$ cat src/hdl/lsf_pkg.sv
package lsf_pkg;
    // Address and data widths
    localparam int ADDR_W = 32;
    localparam int DATA_W = 64;
    // 64-byte line made of sixteen 4-byte chunks
    localparam int LINE_OFS_W = 6;
    localparam int CHUNK_LSB = 2;
    // Low address bits that the forwarding compare looks at
    localparam int ALIAS_W = 12;
    // Size codes are log2 of the byte count
    localparam logic [2:0] FWD_MAX_SZ = 3'h3;
    localparam logic [2:0] WORD_SZ = 3'h2;
    // Least spacing between memory operations, in cycles
    localparam logic [3:0] GAP_NONE = 4'h1;
    localparam logic [3:0] GAP_FAST = 4'h2;
    localparam logic [3:0] GAP_SLOW = 4'h9;
    localparam logic [3:0] SINCE_MAX = 4'hf;
    // Added delays, in cycles
    localparam logic [4:0] SPLIT_PEN_CYC = 5'he;
    localparam logic [4:0] SUBWORD_DLY_CYC = 5'h1;
    // Cycles a buffered store waits before its cache write
    localparam logic [1:0] DRAIN_CYC = 2'h3;

    // Segment selector of a memory operation
    typedef enum logic [2:0] {
        SEG_CODE = 3'h0,
        SEG_STACK = 3'h1,
        SEG_DATA_SEGMENT = 3'h2,
        SEG_EXTRA_SEGMENT = 3'h3,
        SEG_AUX_SEGMENT_ONE = 3'h4,
        SEG_AUX_SEGMENT_TWO = 3'h5
    } lsf_seg_e;

    // Sequencer states, one-hot
    typedef enum logic [2:0] {
        ST_IDLE = 3'b001,
        ST_WAIT = 3'b010,
        ST_HOLD = 3'b100
    } lsf_st_e;

    // Byte count of a size code
    function automatic logic [4:0] size_bytes(input logic [2:0] sz);
        return 5'h1 << sz;
    endfunction

    // Address of the last byte touched
    function automatic logic [ADDR_W-1:0] last_byte(input logic [ADDR_W-1:0] a,
                                                    input logic [2:0] sz);
        return a + {27'h0, size_bytes(sz)} - 32'h1;
    endfunction

    // Line number of an address
    function automatic logic [ADDR_W-LINE_OFS_W-1:0] line_of(input logic [ADDR_W-1:0] a);
        return a[ADDR_W-1:LINE_OFS_W];
    endfunction
endpackage

$ cat src/hdl/lsf_fwd_if.sv
`timescale 1ns/1ps
// Store buffer entry against an incoming load, and the verdict
interface lsf_fwd_if (input logic clk, input logic rst);
    logic st_valid; // Buffered store present
    logic [31:0] st_addr; // Store address
    logic [2:0] st_size; // Store size code
    logic st_int; // Store from integer pipeline
    logic [31:0] ld_addr; // Load address
    logic [2:0] ld_size; // Load size code
    logic ld_int; // Load in integer pipeline
    logic overlap; // Low-bit byte ranges overlap
    logic can_fwd; // Store data may feed the load
    modport req (input clk, rst, overlap, can_fwd,
                 output st_valid, st_addr, st_size, st_int, ld_addr, ld_size, ld_int);
    modport chk (input clk, rst, st_valid, st_addr, st_size, st_int, ld_addr, ld_size,
                 ld_int, output overlap, can_fwd);
endinterface

$ cat src/hdl/lsf_throttle.sv
`timescale 1ns/1ps
// Contract
// - Only integer stores forward to integer loads
// - Forward needs equal size and address
// - Stores over eight bytes never forward
// - Address compare uses lowest twelve bits
// - Lines are sixteen four-byte chunks
// - Sub-word same-chunk different bytes add delay
// - Line-split load costs fourteen cycles; a split load held in ST_HOLD issues without the penalty
// - Non-zero segment base delays the operation
// - Unaligned base: one op per nine
// - Data segment aligned base: one per two
// - Auxiliary segments one per two unless base unaligned
// - Extra segment aligned base: string dest two, else nine
// - Code or stack aligned base: one per nine
// - Hazard makes long op stalling issue
// - Unforwardable overlapping load is delayed, reissued
module lsf_throttle
    import lsf_pkg::*;
(
    input wire logic ref_clk, // Core clock
    input wire logic rst, // Synchronous reset, active high
    input wire logic req_valid, // Memory operation offered
    input wire logic req_is_load, // 1 load, 0 store
    input wire logic req_int, // Integer pipeline operation
    input wire logic [2:0] req_size, // Size code, log2 bytes
    input wire lsf_seg_e req_seg, // Segment used
    input wire logic req_str_dst, // String destination access
    input wire logic [31:0] req_addr, // Offset within segment
    input wire logic [63:0] req_data, // Store data
    input wire logic [5:0][31:0] seg_base, // Base of each segment
    output logic req_ready, // Operation may be offered
    output logic long_op, // Issue of later ops stalled
    output logic done_valid, // Operation issued, one cycle
    output logic done_fwd, // Load served by forwarding
    output logic [63:0] done_data, // Forwarded load data
    output logic cache_wr_valid, // Store written to cache, one cycle
    output logic [31:0] cache_wr_addr, // Cache write address
    output logic [2:0] cache_wr_size, // Cache write size code
    output logic [63:0] cache_wr_data // Cache write data
);
    // Whole state of the block
    typedef struct packed {
        lsf_st_e fsm; // Sequencer state
        logic ready; // Accepting
        logic long_op; // Hazard in progress
        logic [4:0] cnt; // Remaining delay
        logic [3:0] since; // Cycles since last issue
        logic done; // Issue pulse
        logic fwd; // Issue was forwarded
        logic [63:0] ddata; // Forwarded data
        logic p_load; // Pending is a load
        logic p_fwd; // Pending load forwards
        logic [3:0] p_gap; // Pending spacing
        logic [31:0] p_addr; // Pending address
        logic [2:0] p_size; // Pending size
        logic p_int; // Pending integer
        logic [63:0] p_data; // Pending data
        logic sb_valid; // Store buffer full
        logic [31:0] sb_addr; // Buffered store address
        logic [2:0] sb_size; // Buffered store size
        logic sb_int; // Buffered store integer
        logic [63:0] sb_data; // Buffered store data
        logic [1:0] sb_cnt; // Drain countdown
        logic wr_valid; // Cache write pulse
        logic [31:0] wr_addr; // Cache write address
        logic [2:0] wr_size; // Cache write size
        logic [63:0] wr_data; // Cache write data
        logic last_valid; // Previous access known
        logic [31:0] last_addr; // Previous access address
        logic [2:0] last_size; // Previous access size
    } lsf_state_s;

    lsf_state_s state_ff; // Registered state
    lsf_state_s nxt_state; // Next state
    lsf_fwd_if fwd_if (.clk(ref_clk), .rst(rst)); // Link to forward checker

    logic take; // Request accepted this cycle
    logic [31:0] lin_addr; // Linear address
    logic [3:0] gap_now; // Spacing for the request
    logic split; // Load crosses a line
    logic sub_hit; // Sub-word same-chunk conflict
    logic hold; // Must wait for the store buffer
    logic [4:0] wait_cyc; // Total added delay
    logic c_go; // Operation issues this cycle
    logic c_load; // Issuing op is a load
    logic c_fwd; // Issuing load forwards
    logic [3:0] c_gap; // Issuing op spacing
    logic [31:0] c_addr; // Issuing address
    logic [2:0] c_size; // Issuing size
    logic c_int; // Issuing integer
    logic [63:0] c_data; // Issuing data

    // Spacing demanded by segment and its base
    function automatic logic [3:0] seg_gap(input lsf_seg_e s, input logic [31:0] b,
                                           input logic str_dst);
        logic aux;
        aux = (s == SEG_AUX_SEGMENT_ONE) || (s == SEG_AUX_SEGMENT_TWO);
        if (b == 32'h0) begin
            seg_gap = aux ? GAP_FAST : GAP_NONE;
        end else if (b[LINE_OFS_W-1:0] != 6'h0) begin
            seg_gap = GAP_SLOW;
        end else begin
            case (s)
                SEG_DATA_SEGMENT: seg_gap = GAP_FAST;
                SEG_AUX_SEGMENT_ONE, SEG_AUX_SEGMENT_TWO: seg_gap = GAP_FAST;
                SEG_EXTRA_SEGMENT: seg_gap = str_dst ? GAP_FAST : GAP_SLOW;
                default: seg_gap = GAP_SLOW;
            endcase
        end
    endfunction

    // Request meets the buffered store
    always_comb begin
        fwd_if.st_valid = state_ff.sb_valid;
        fwd_if.st_addr = state_ff.sb_addr;
        fwd_if.st_size = state_ff.sb_size;
        fwd_if.st_int = state_ff.sb_int;
        fwd_if.ld_addr = lin_addr;
        fwd_if.ld_size = req_size;
        fwd_if.ld_int = req_int;
    end

    lsf_fwd_chk u_fwd_chk (
        .fi(fwd_if)
    );

    // Hazard and delay of the offered request
    always_comb begin
        take = req_valid && state_ff.ready;
        lin_addr = req_addr + seg_base[req_seg];
        gap_now = seg_gap(req_seg, seg_base[req_seg], req_str_dst);
        split = req_is_load
                && (line_of(lin_addr) != line_of(last_byte(lin_addr, req_size)));
        sub_hit = state_ff.last_valid && (req_size < WORD_SZ)
                  && (state_ff.last_size < WORD_SZ)
                  && (lin_addr[ADDR_W-1:CHUNK_LSB] == state_ff.last_addr[ADDR_W-1:CHUNK_LSB])
                  && (lin_addr[CHUNK_LSB-1:0] != state_ff.last_addr[CHUNK_LSB-1:0]);
        hold = req_is_load ? (fwd_if.overlap && !fwd_if.can_fwd)
                           : state_ff.sb_valid;
        wait_cyc = 5'h0;
        if (gap_now > state_ff.since) begin
            wait_cyc = {1'b0, gap_now - state_ff.since};
        end
        if (split) begin
            wait_cyc = wait_cyc + SPLIT_PEN_CYC;
        end
        if (sub_hit) begin
            wait_cyc = wait_cyc + SUBWORD_DLY_CYC;
        end
    end

    // Sequencer, store buffer and issue
    always_comb begin
        nxt_state = state_ff;
        nxt_state.done = 1'b0;
        nxt_state.wr_valid = 1'b0;
        c_go = 1'b0;
        c_load = state_ff.p_load;
        c_fwd = state_ff.p_fwd;
        c_gap = state_ff.p_gap;
        c_addr = state_ff.p_addr;
        c_size = state_ff.p_size;
        c_int = state_ff.p_int;
        c_data = state_ff.p_data;
        // Issue distance counter saturates
        if (state_ff.since != SINCE_MAX) begin
            nxt_state.since = state_ff.since + 4'h1;
        end
        // Buffered store drains into the cache
        if (state_ff.sb_valid) begin
            if (state_ff.sb_cnt == 2'h1) begin
                nxt_state.sb_valid = 1'b0;
                nxt_state.wr_valid = 1'b1;
                nxt_state.wr_addr = state_ff.sb_addr;
                nxt_state.wr_size = state_ff.sb_size;
                nxt_state.wr_data = state_ff.sb_data;
            end else begin
                nxt_state.sb_cnt = state_ff.sb_cnt - 2'h1;
            end
        end
        case (state_ff.fsm)
            ST_IDLE: begin
                if (take) begin
                    nxt_state.last_valid = 1'b1;
                    nxt_state.last_addr = lin_addr;
                    nxt_state.last_size = req_size;
                    c_load = req_is_load;
                    c_fwd = req_is_load && fwd_if.can_fwd;
                    c_gap = gap_now;
                    c_addr = lin_addr;
                    c_size = req_size;
                    c_int = req_int;
                    c_data = c_fwd ? state_ff.sb_data : req_data;
                    nxt_state.p_load = c_load;
                    nxt_state.p_fwd = c_fwd;
                    nxt_state.p_gap = c_gap;
                    nxt_state.p_addr = c_addr;
                    nxt_state.p_size = c_size;
                    nxt_state.p_int = c_int;
                    nxt_state.p_data = c_data;
                    if (hold) begin
                        // Load or store parks until the buffer empties
                        nxt_state.fsm = ST_HOLD;
                        nxt_state.ready = 1'b0;
                        nxt_state.long_op = 1'b1;
                    end else if (wait_cyc == 5'h0) begin
                        c_go = 1'b1;
                    end else begin
                        nxt_state.fsm = ST_WAIT;
                        nxt_state.cnt = wait_cyc;
                        nxt_state.ready = 1'b0;
                        nxt_state.long_op = 1'b1;
                    end
                end
            end
            ST_WAIT: begin
                // Count the added delay down
                if (state_ff.cnt == 5'h1) begin
                    c_go = 1'b1;
                end else begin
                    nxt_state.cnt = state_ff.cnt - 5'h1;
                end
            end
            ST_HOLD: begin
                // Reissue once the store is in the cache and spacing allows
                if (!state_ff.sb_valid && (state_ff.since >= state_ff.p_gap)) begin
                    c_go = 1'b1;
                end
            end
            default: begin
                nxt_state.fsm = ST_IDLE;
                nxt_state.ready = 1'b1;
                nxt_state.long_op = 1'b0;
            end
        endcase
        // Issue the operation
        if (c_go) begin
            nxt_state.fsm = ST_IDLE;
            nxt_state.ready = 1'b1;
            nxt_state.long_op = 1'b0;
            nxt_state.done = 1'b1;
            nxt_state.since = 4'h1;
            nxt_state.fwd = c_load && c_fwd;
            nxt_state.ddata = (c_load && c_fwd) ? c_data : 64'h0;
            if (!c_load) begin
                nxt_state.sb_valid = 1'b1;
                nxt_state.sb_addr = c_addr;
                nxt_state.sb_size = c_size;
                nxt_state.sb_int = c_int;
                nxt_state.sb_data = c_data;
                nxt_state.sb_cnt = DRAIN_CYC;
            end
        end
    end

    // State register
    always_ff @(posedge ref_clk) begin
        if (rst) begin
            state_ff <= '0;
            state_ff.fsm <= ST_IDLE;
            state_ff.ready <= 1'b1;
            state_ff.since <= SINCE_MAX;
        end else begin
            state_ff <= nxt_state;
        end
    end

    // Outputs straight from the state register
    assign req_ready = state_ff.ready;
    assign long_op = state_ff.long_op;
    assign done_valid = state_ff.done;
    assign done_fwd = state_ff.fwd;
    assign done_data = state_ff.ddata;
    assign cache_wr_valid = state_ff.wr_valid;
    assign cache_wr_addr = state_ff.wr_addr;
    assign cache_wr_size = state_ff.wr_size;
    assign cache_wr_data = state_ff.wr_data;

    property p_split_pen;
        @(posedge ref_clk) disable iff (rst)
        (take && split && !hold) |=> (!state_ff.done)[*8] ##1 (!state_ff.done)[*6];
    endproperty
    a_split_pen: assert property (p_split_pen) else $error("split load too early");

    property p_spacing;
        @(posedge ref_clk) disable iff (rst)
        c_go |-> (state_ff.since >= c_gap);
    endproperty
    a_spacing: assert property (p_spacing) else $error("issue spacing violated");

    property p_nonzero_base;
        @(posedge ref_clk) disable iff (rst)
        (take && seg_base[req_seg] != 32'h0) |-> (gap_now >= 4'h2);
    endproperty
    a_nonzero_base: assert property (p_nonzero_base) else $error("base not delayed");

    property p_extra_seg;
        @(posedge ref_clk) disable iff (rst)
        (take && req_seg == SEG_EXTRA_SEGMENT && seg_base[req_seg] != 32'h0
         && seg_base[req_seg][5:0] == 6'h0) |-> (gap_now == (req_str_dst ? 4'h2 : 4'h9));
    endproperty
    a_extra_seg: assert property (p_extra_seg) else $error("extra segment rate");

    property p_aux_zero;
        @(posedge ref_clk) disable iff (rst)
        (take && req_seg inside {SEG_AUX_SEGMENT_ONE, SEG_AUX_SEGMENT_TWO}
         && seg_base[req_seg] == 32'h0) |-> (gap_now == 4'h2);
    endproperty
    a_aux_zero: assert property (p_aux_zero) else $error("aux segment unthrottled");

    property p_long_op;
        @(posedge ref_clk) disable iff (rst)
        (take && (hold || wait_cyc != 5'h0)) |=> (long_op && !req_ready);
    endproperty
    a_long_op: assert property (p_long_op) else $error("hazard did not stall");

    property p_hold_load;
        @(posedge ref_clk) disable iff (rst)
        (take && req_is_load && hold) |=> (state_ff.fsm == ST_HOLD) && !done_valid;
    endproperty
    a_hold_load: assert property (p_hold_load) else $error("overlapping load not held");

    property p_hold_drain;
        @(posedge ref_clk) disable iff (rst)
        (state_ff.fsm == ST_HOLD && state_ff.sb_valid) |=> !done_valid;
    endproperty
    a_hold_drain: assert property (p_hold_drain) else $error("held load left early");
endmodule // lsf_throttle

$ cat src/hdl/lsf_fwd_chk.sv
`timescale 1ns/1ps
module lsf_fwd_chk
    import lsf_pkg::*;
(
    lsf_fwd_if.chk fi // Store and load to compare
);
    logic [ALIAS_W:0] st_lo; // Store first byte, low bits
    logic [ALIAS_W:0] st_hi; // Store last byte, low bits
    logic [ALIAS_W:0] ld_lo; // Load first byte, low bits
    logic [ALIAS_W:0] ld_hi; // Load last byte, low bits
    logic same_low; // Low address bits equal

    // Byte ranges use only the low address bits
    always_comb begin
        st_lo = {1'b0, fi.st_addr[ALIAS_W-1:0]};
        ld_lo = {1'b0, fi.ld_addr[ALIAS_W-1:0]};
        st_hi = st_lo + {8'h0, size_bytes(fi.st_size)} - 13'h1;
        ld_hi = ld_lo + {8'h0, size_bytes(fi.ld_size)} - 13'h1;
        same_low = (st_lo == ld_lo);
        fi.overlap = fi.st_valid && (ld_lo <= st_hi) && (st_lo <= ld_hi);
        // Integer only, equal size and address, at most 8 bytes
        fi.can_fwd = fi.overlap && fi.st_int && fi.ld_int
                     && (fi.st_size == fi.ld_size) && same_low
                     && (fi.st_size <= FWD_MAX_SZ);
    end

    property p_fwd_int;
        @(posedge fi.clk) disable iff (fi.rst)
        fi.can_fwd |-> (fi.st_int && fi.ld_int);
    endproperty
    a_fwd_int: assert property (p_fwd_int) else $error("fp or simd forward");

    property p_fwd_same;
        @(posedge fi.clk) disable iff (fi.rst)
        fi.can_fwd |-> (fi.st_size == fi.ld_size)
                       && (fi.st_addr[11:0] == fi.ld_addr[11:0]);
    endproperty
    a_fwd_same: assert property (p_fwd_same) else $error("forward size or addr differ");

    property p_fwd_wide;
        @(posedge fi.clk) disable iff (fi.rst)
        (fi.st_size > 3'h3) |-> !fi.can_fwd;
    endproperty
    a_fwd_wide: assert property (p_fwd_wide) else $error("wide store forwarded");

    property p_fwd_alias;
        @(posedge fi.clk) disable iff (fi.rst)
        (fi.st_valid && fi.st_int && fi.ld_int && fi.st_size == fi.ld_size
         && fi.st_size <= 3'h3 && fi.st_addr[11:0] == fi.ld_addr[11:0]) |-> fi.can_fwd;
    endproperty
    a_fwd_alias: assert property (p_fwd_alias) else $error("aliased load not matched");
endmodule // lsf_fwd_chk

$ cat config.mk
export PLATFORM = sky130hd
export DESIGN_NAME = lsf_throttle
export DESIGN_NICKNAME = d
export VERILOG_FILES = /design/src/hdl/lsf_pkg.sv /design/src/hdl/lsf_fwd_if.sv /design/src/hdl/lsf_throttle.sv /design/src/hdl/lsf_fwd_chk.sv
export SDC_FILE = /design/constraint.sdc
export NUM_CORES = 1
export LEC_CHECK = 0
export BUFFER_PORTS_ARGS = -buffer_cell sky130_fd_sc_hd__buf_2
export CELL_PAD_IN_SITES_DETAIL_PLACEMENT = 0
export CELL_PAD_IN_SITES_GLOBAL_PLACEMENT = 1
export CORE_AREA = 3 3 243 245
export CTS_BUF_LIST = sky130_fd_sc_hd__clkbuf_2 sky130_fd_sc_hd__clkbuf_4 sky130_fd_sc_hd__clkbuf_8
export DETAILED_ROUTE_END_ITERATION = 10
export DIE_AREA = 0 0 246 248
export GPL_ROUTABILITY_DRIVEN = 0
export GPL_TIMING_DRIVEN = 0
export HOLD_SLACK_MARGIN = 0.02
export PLACE_DENSITY_LB_ADDON = 0.08
export SETUP_SLACK_MARGIN = 0.5
export SYNTH_ARGS = -nofsm -noshare
export SYNTH_HDL_FRONTEND = slang
export SYNTH_HIERARCHICAL = 1
export SYNTH_SLANG_ARGS = --single-unit
$ cat constraint.sdc
create_clock -name ref_clk -period 11.6 [get_ports ref_clk]
set_input_delay 0 -clock ref_clk [delete_from_list [all_inputs] [get_ports ref_clk]]
set_output_delay 0 -clock ref_clk [all_outputs]
set_load 0.05 [all_outputs]
==> summary by stage <==
GRT
The initial antenna violation count is 12. The total track usage is 29.3%. The first-pass GRT wire length is 139000 um. The global route total overflow is 0.

Entering global routing, the biggest net connects 17 pins. The number of global-route vias before repair came to 24400.

Logic synthesis
Synthesis produced a netlist with a net count of 3487. The summed instance area of the synthesized netlist is 0.0245 mm^2. The mean instance size in the synthesized netlist is 8.02 um^2. The Yosys step of the flow raised 6 warnings. The number of standard cells after synthesis is 3056.

Critical path
On the worst path, the slowest cell contributes a delay of 0.65 ns. For the worst setup path, the data arrival time is 11.09 ns. The classification of the worst setup path is in -> reg.

For this design, the slowest cell found on the critical path is sky130_fd_sc_hd__clkbuf_1. Among the stages of the critical path, the cell type that occurs most often is sky130_fd_sc_hd__buf_2. The required time at the worst-slack endpoint is 12.12 ns. In this run the worst path has a maximum fanout of 10.

The type of element launching the critical path is an input pin. The capturing element type of the critical path is a register.

Power
In this run the power density over the cells is 174 mW/mm^2. The total power consumption of the routed design is 5210 uW. Across the VDD grid, the largest voltage drop is 0.0918 mV. In this run the static leakage power is 0.0130 uW.

Die
The core area is 0.0574 mm^2. The die extent in x is 246 um. The I/O pin count is 468.

The initial standard-cell utilization of the core is 42.7%. The floorplan step defined a die boundary enclosing 0.0610 mm^2. In this run the vertical extent of the chip is 248 um. The floorplan has 88 rows.

Clock tree
The number of levels the H-tree was split into is 2. The clock passes through at most 3 buffers. Once the clock tree was built, the setup fixing pass inserted 0 buffers.

The CTS tree is yes. The clock transition at the registers of the reported paths is 0.07 ns. The insertion delay to the later sink of the worst-skew pair is 0.66 ns. The clock net sink count is 388.

The TritonCTS buffer count is 61. The CTS root buffer is sky130_fd_sc_hd__clkbuf_8.

Detailed routing
The count of antenna-violating nets left after detailed routing is 0. The final routed DRC violation total is 0. Dividing the detail-routed via count by the number of cells gives 5.47. The routed layout has 24500 vias. Dividing the detail-routed wire length by the instance count gives 20.7 um. After the first detailed-routing iteration, the DRC count stood at 1300. Before antenna repair, the detailed router went through 5 iterations. Wires add up to 92700 um.

STA
Setup repair after global routing left no endpoint under its margin. The maximum clock frequency is 0.0946 GHz. The shortest clock period the worst path allows after layout is 10.57 ns.

The measured slew at the worst slew-check pin is 1.16 ns. In the post-route analysis, the smallest setup slack over all paths is 1.03 ns. Headroom to the max-slew limit came out at 22.6%.

Dividing the final minimum period by the clock period gives 91.1%. The number of hold violations in the final report is 0. Setup violations remaining at the end of the flow were counted as 0. The worst clock skew is 0.0278 ns. The max-slew violation total from the final report came to 0.

Finish
Of the cells placed in the final design, the portion with a size suffix greater than 1 is 23.9%. The top cell types in the final layout, fill and taps aside, are sky130_fd_sc_hd__buf_2, sky130_fd_sc_hd__nand2_1, sky130_fd_sc_hd__a21oi_1. The non-filler instance count after layout is 4479. Compared with the post-synthesis result, the final layout area differs by 22.3%. The most common cell after layout, fill and taps aside is sky130_fd_sc_hd__buf_2. The utilization after layout is 52.3%. The final layout contains 4087 nets.

After filler insertion, the fill cell instance count of the layout stands at 5589.

Placed design
During placement, the flow inserted port buffers numbering 464. Once detailed placement completed, the half-perimeter wirelength came to 73500 um. The number of cells in the design after placement is 4285. OpenSTA, run right after detailed placement, puts the worst setup slack at -0.272 ns.

Worst hold path
The worst hold path belongs to the class in -> reg.

Flow run
Across the run, the number of max-cap violations was 0.

Run status
The run finished with clean final reports.
[layer usage]
layer,vias up,global-route usage [%],part of all wire [%],routed length (um)
met1,11500,33.2,39,36300
met2,842,51.6,48,44900
li1,11900,-,-,-
met5,-,0,0.028,26
met4,4,15.7,5.6,5150
met3,215,6.07,6.9,6350
[registers in the layout, indices dropped and copies added, names as in the netlist, 3 cells and up]
signal	count
done_data	64
cache_wr_size	3
fwd_if.st_addr	32
state_ff	184
cache_wr_data	64
fwd_if.st_size	3
cache_wr_addr	32
[worst max-delay path: cells and delay by family]
family | cells | cell delay (ns)
compound gates | 12 | 3.91
buf+inv | 7 | 2.43
simple gates | 9 | 1.91
fa+ha+maj | 3 | 1.00
xor+xnor | 3 | 0.95
mux | 3 | 0.85
[power breakdown]
group / total (uW) / switching [uW] / internal (uW)
Sequential: 1490 / 65.0 / 1430
Combinational: 2410 / 1510 / 903
Clock: 1310 / 556 / 749
Total: 5210 / 2130 / 3080
[stage by stage]
stage | TNS, ns | cell area, um^2 | hold slack, ns
6_report | 0 | 30000 | 0.111
4_1_cts | 0 | 29900 | 0.0431
3_3_place_gp | -1.34 | 27800 | 0.256
2_1_floorplan | 0 | 24500 | 0.0841
5_1_grt | 0 | 30000 | 0.178
3_5_place_dp | -3.57 | 27800 | 0.262
[final cells by class]
| type | count | area, um^2 | area share, % |
|---|---|---|---|
| Clock buffer | 95 | 1200 | 4.01 |
| Antenna cell | 8 | 20.0 | 0.0668 |
| Timing Repair Buffer | 537 | 3050 | 10.2 |
| Inverter | 149 | 563 | 1.88 |
| Clock inverter | 18 | 200 | 0.668 |
| Multi-Input combinational cell | 2166 | 14200 | 47.4 |
| Sequential cell | 388 | 7770 | 25.9 |
| Buffer | 353 | 2010 | 6.70 |
| Tap cell | 765 | 957 | 3.19 |
[path summary, 6_finish.rpt]
kind                       from                end  slack (ns)  depth (start not counted)
max                  req_seg[0]      state_ff[422]        1.03                         37
min                 req_str_dst      state_ff[342]        0.11                          7
max reg2reg   fwd_if.st_size[0]      state_ff[186]        4.35                         26
min reg2reg  fwd_if.st_addr[27]  cache_wr_addr[27]        0.45                          2
[timing repair]
| action | CTS | global route |
|---|---|---|
| gates resized for setup | 1 | 8 |
| endpoints found under the hold margin | 212 | 0 |
| endpoints found under the setup margin | 8 | 133 |
| hold buffers | 73 | 0 |
No activity file was read; power rests on OpenSTA's default activity.
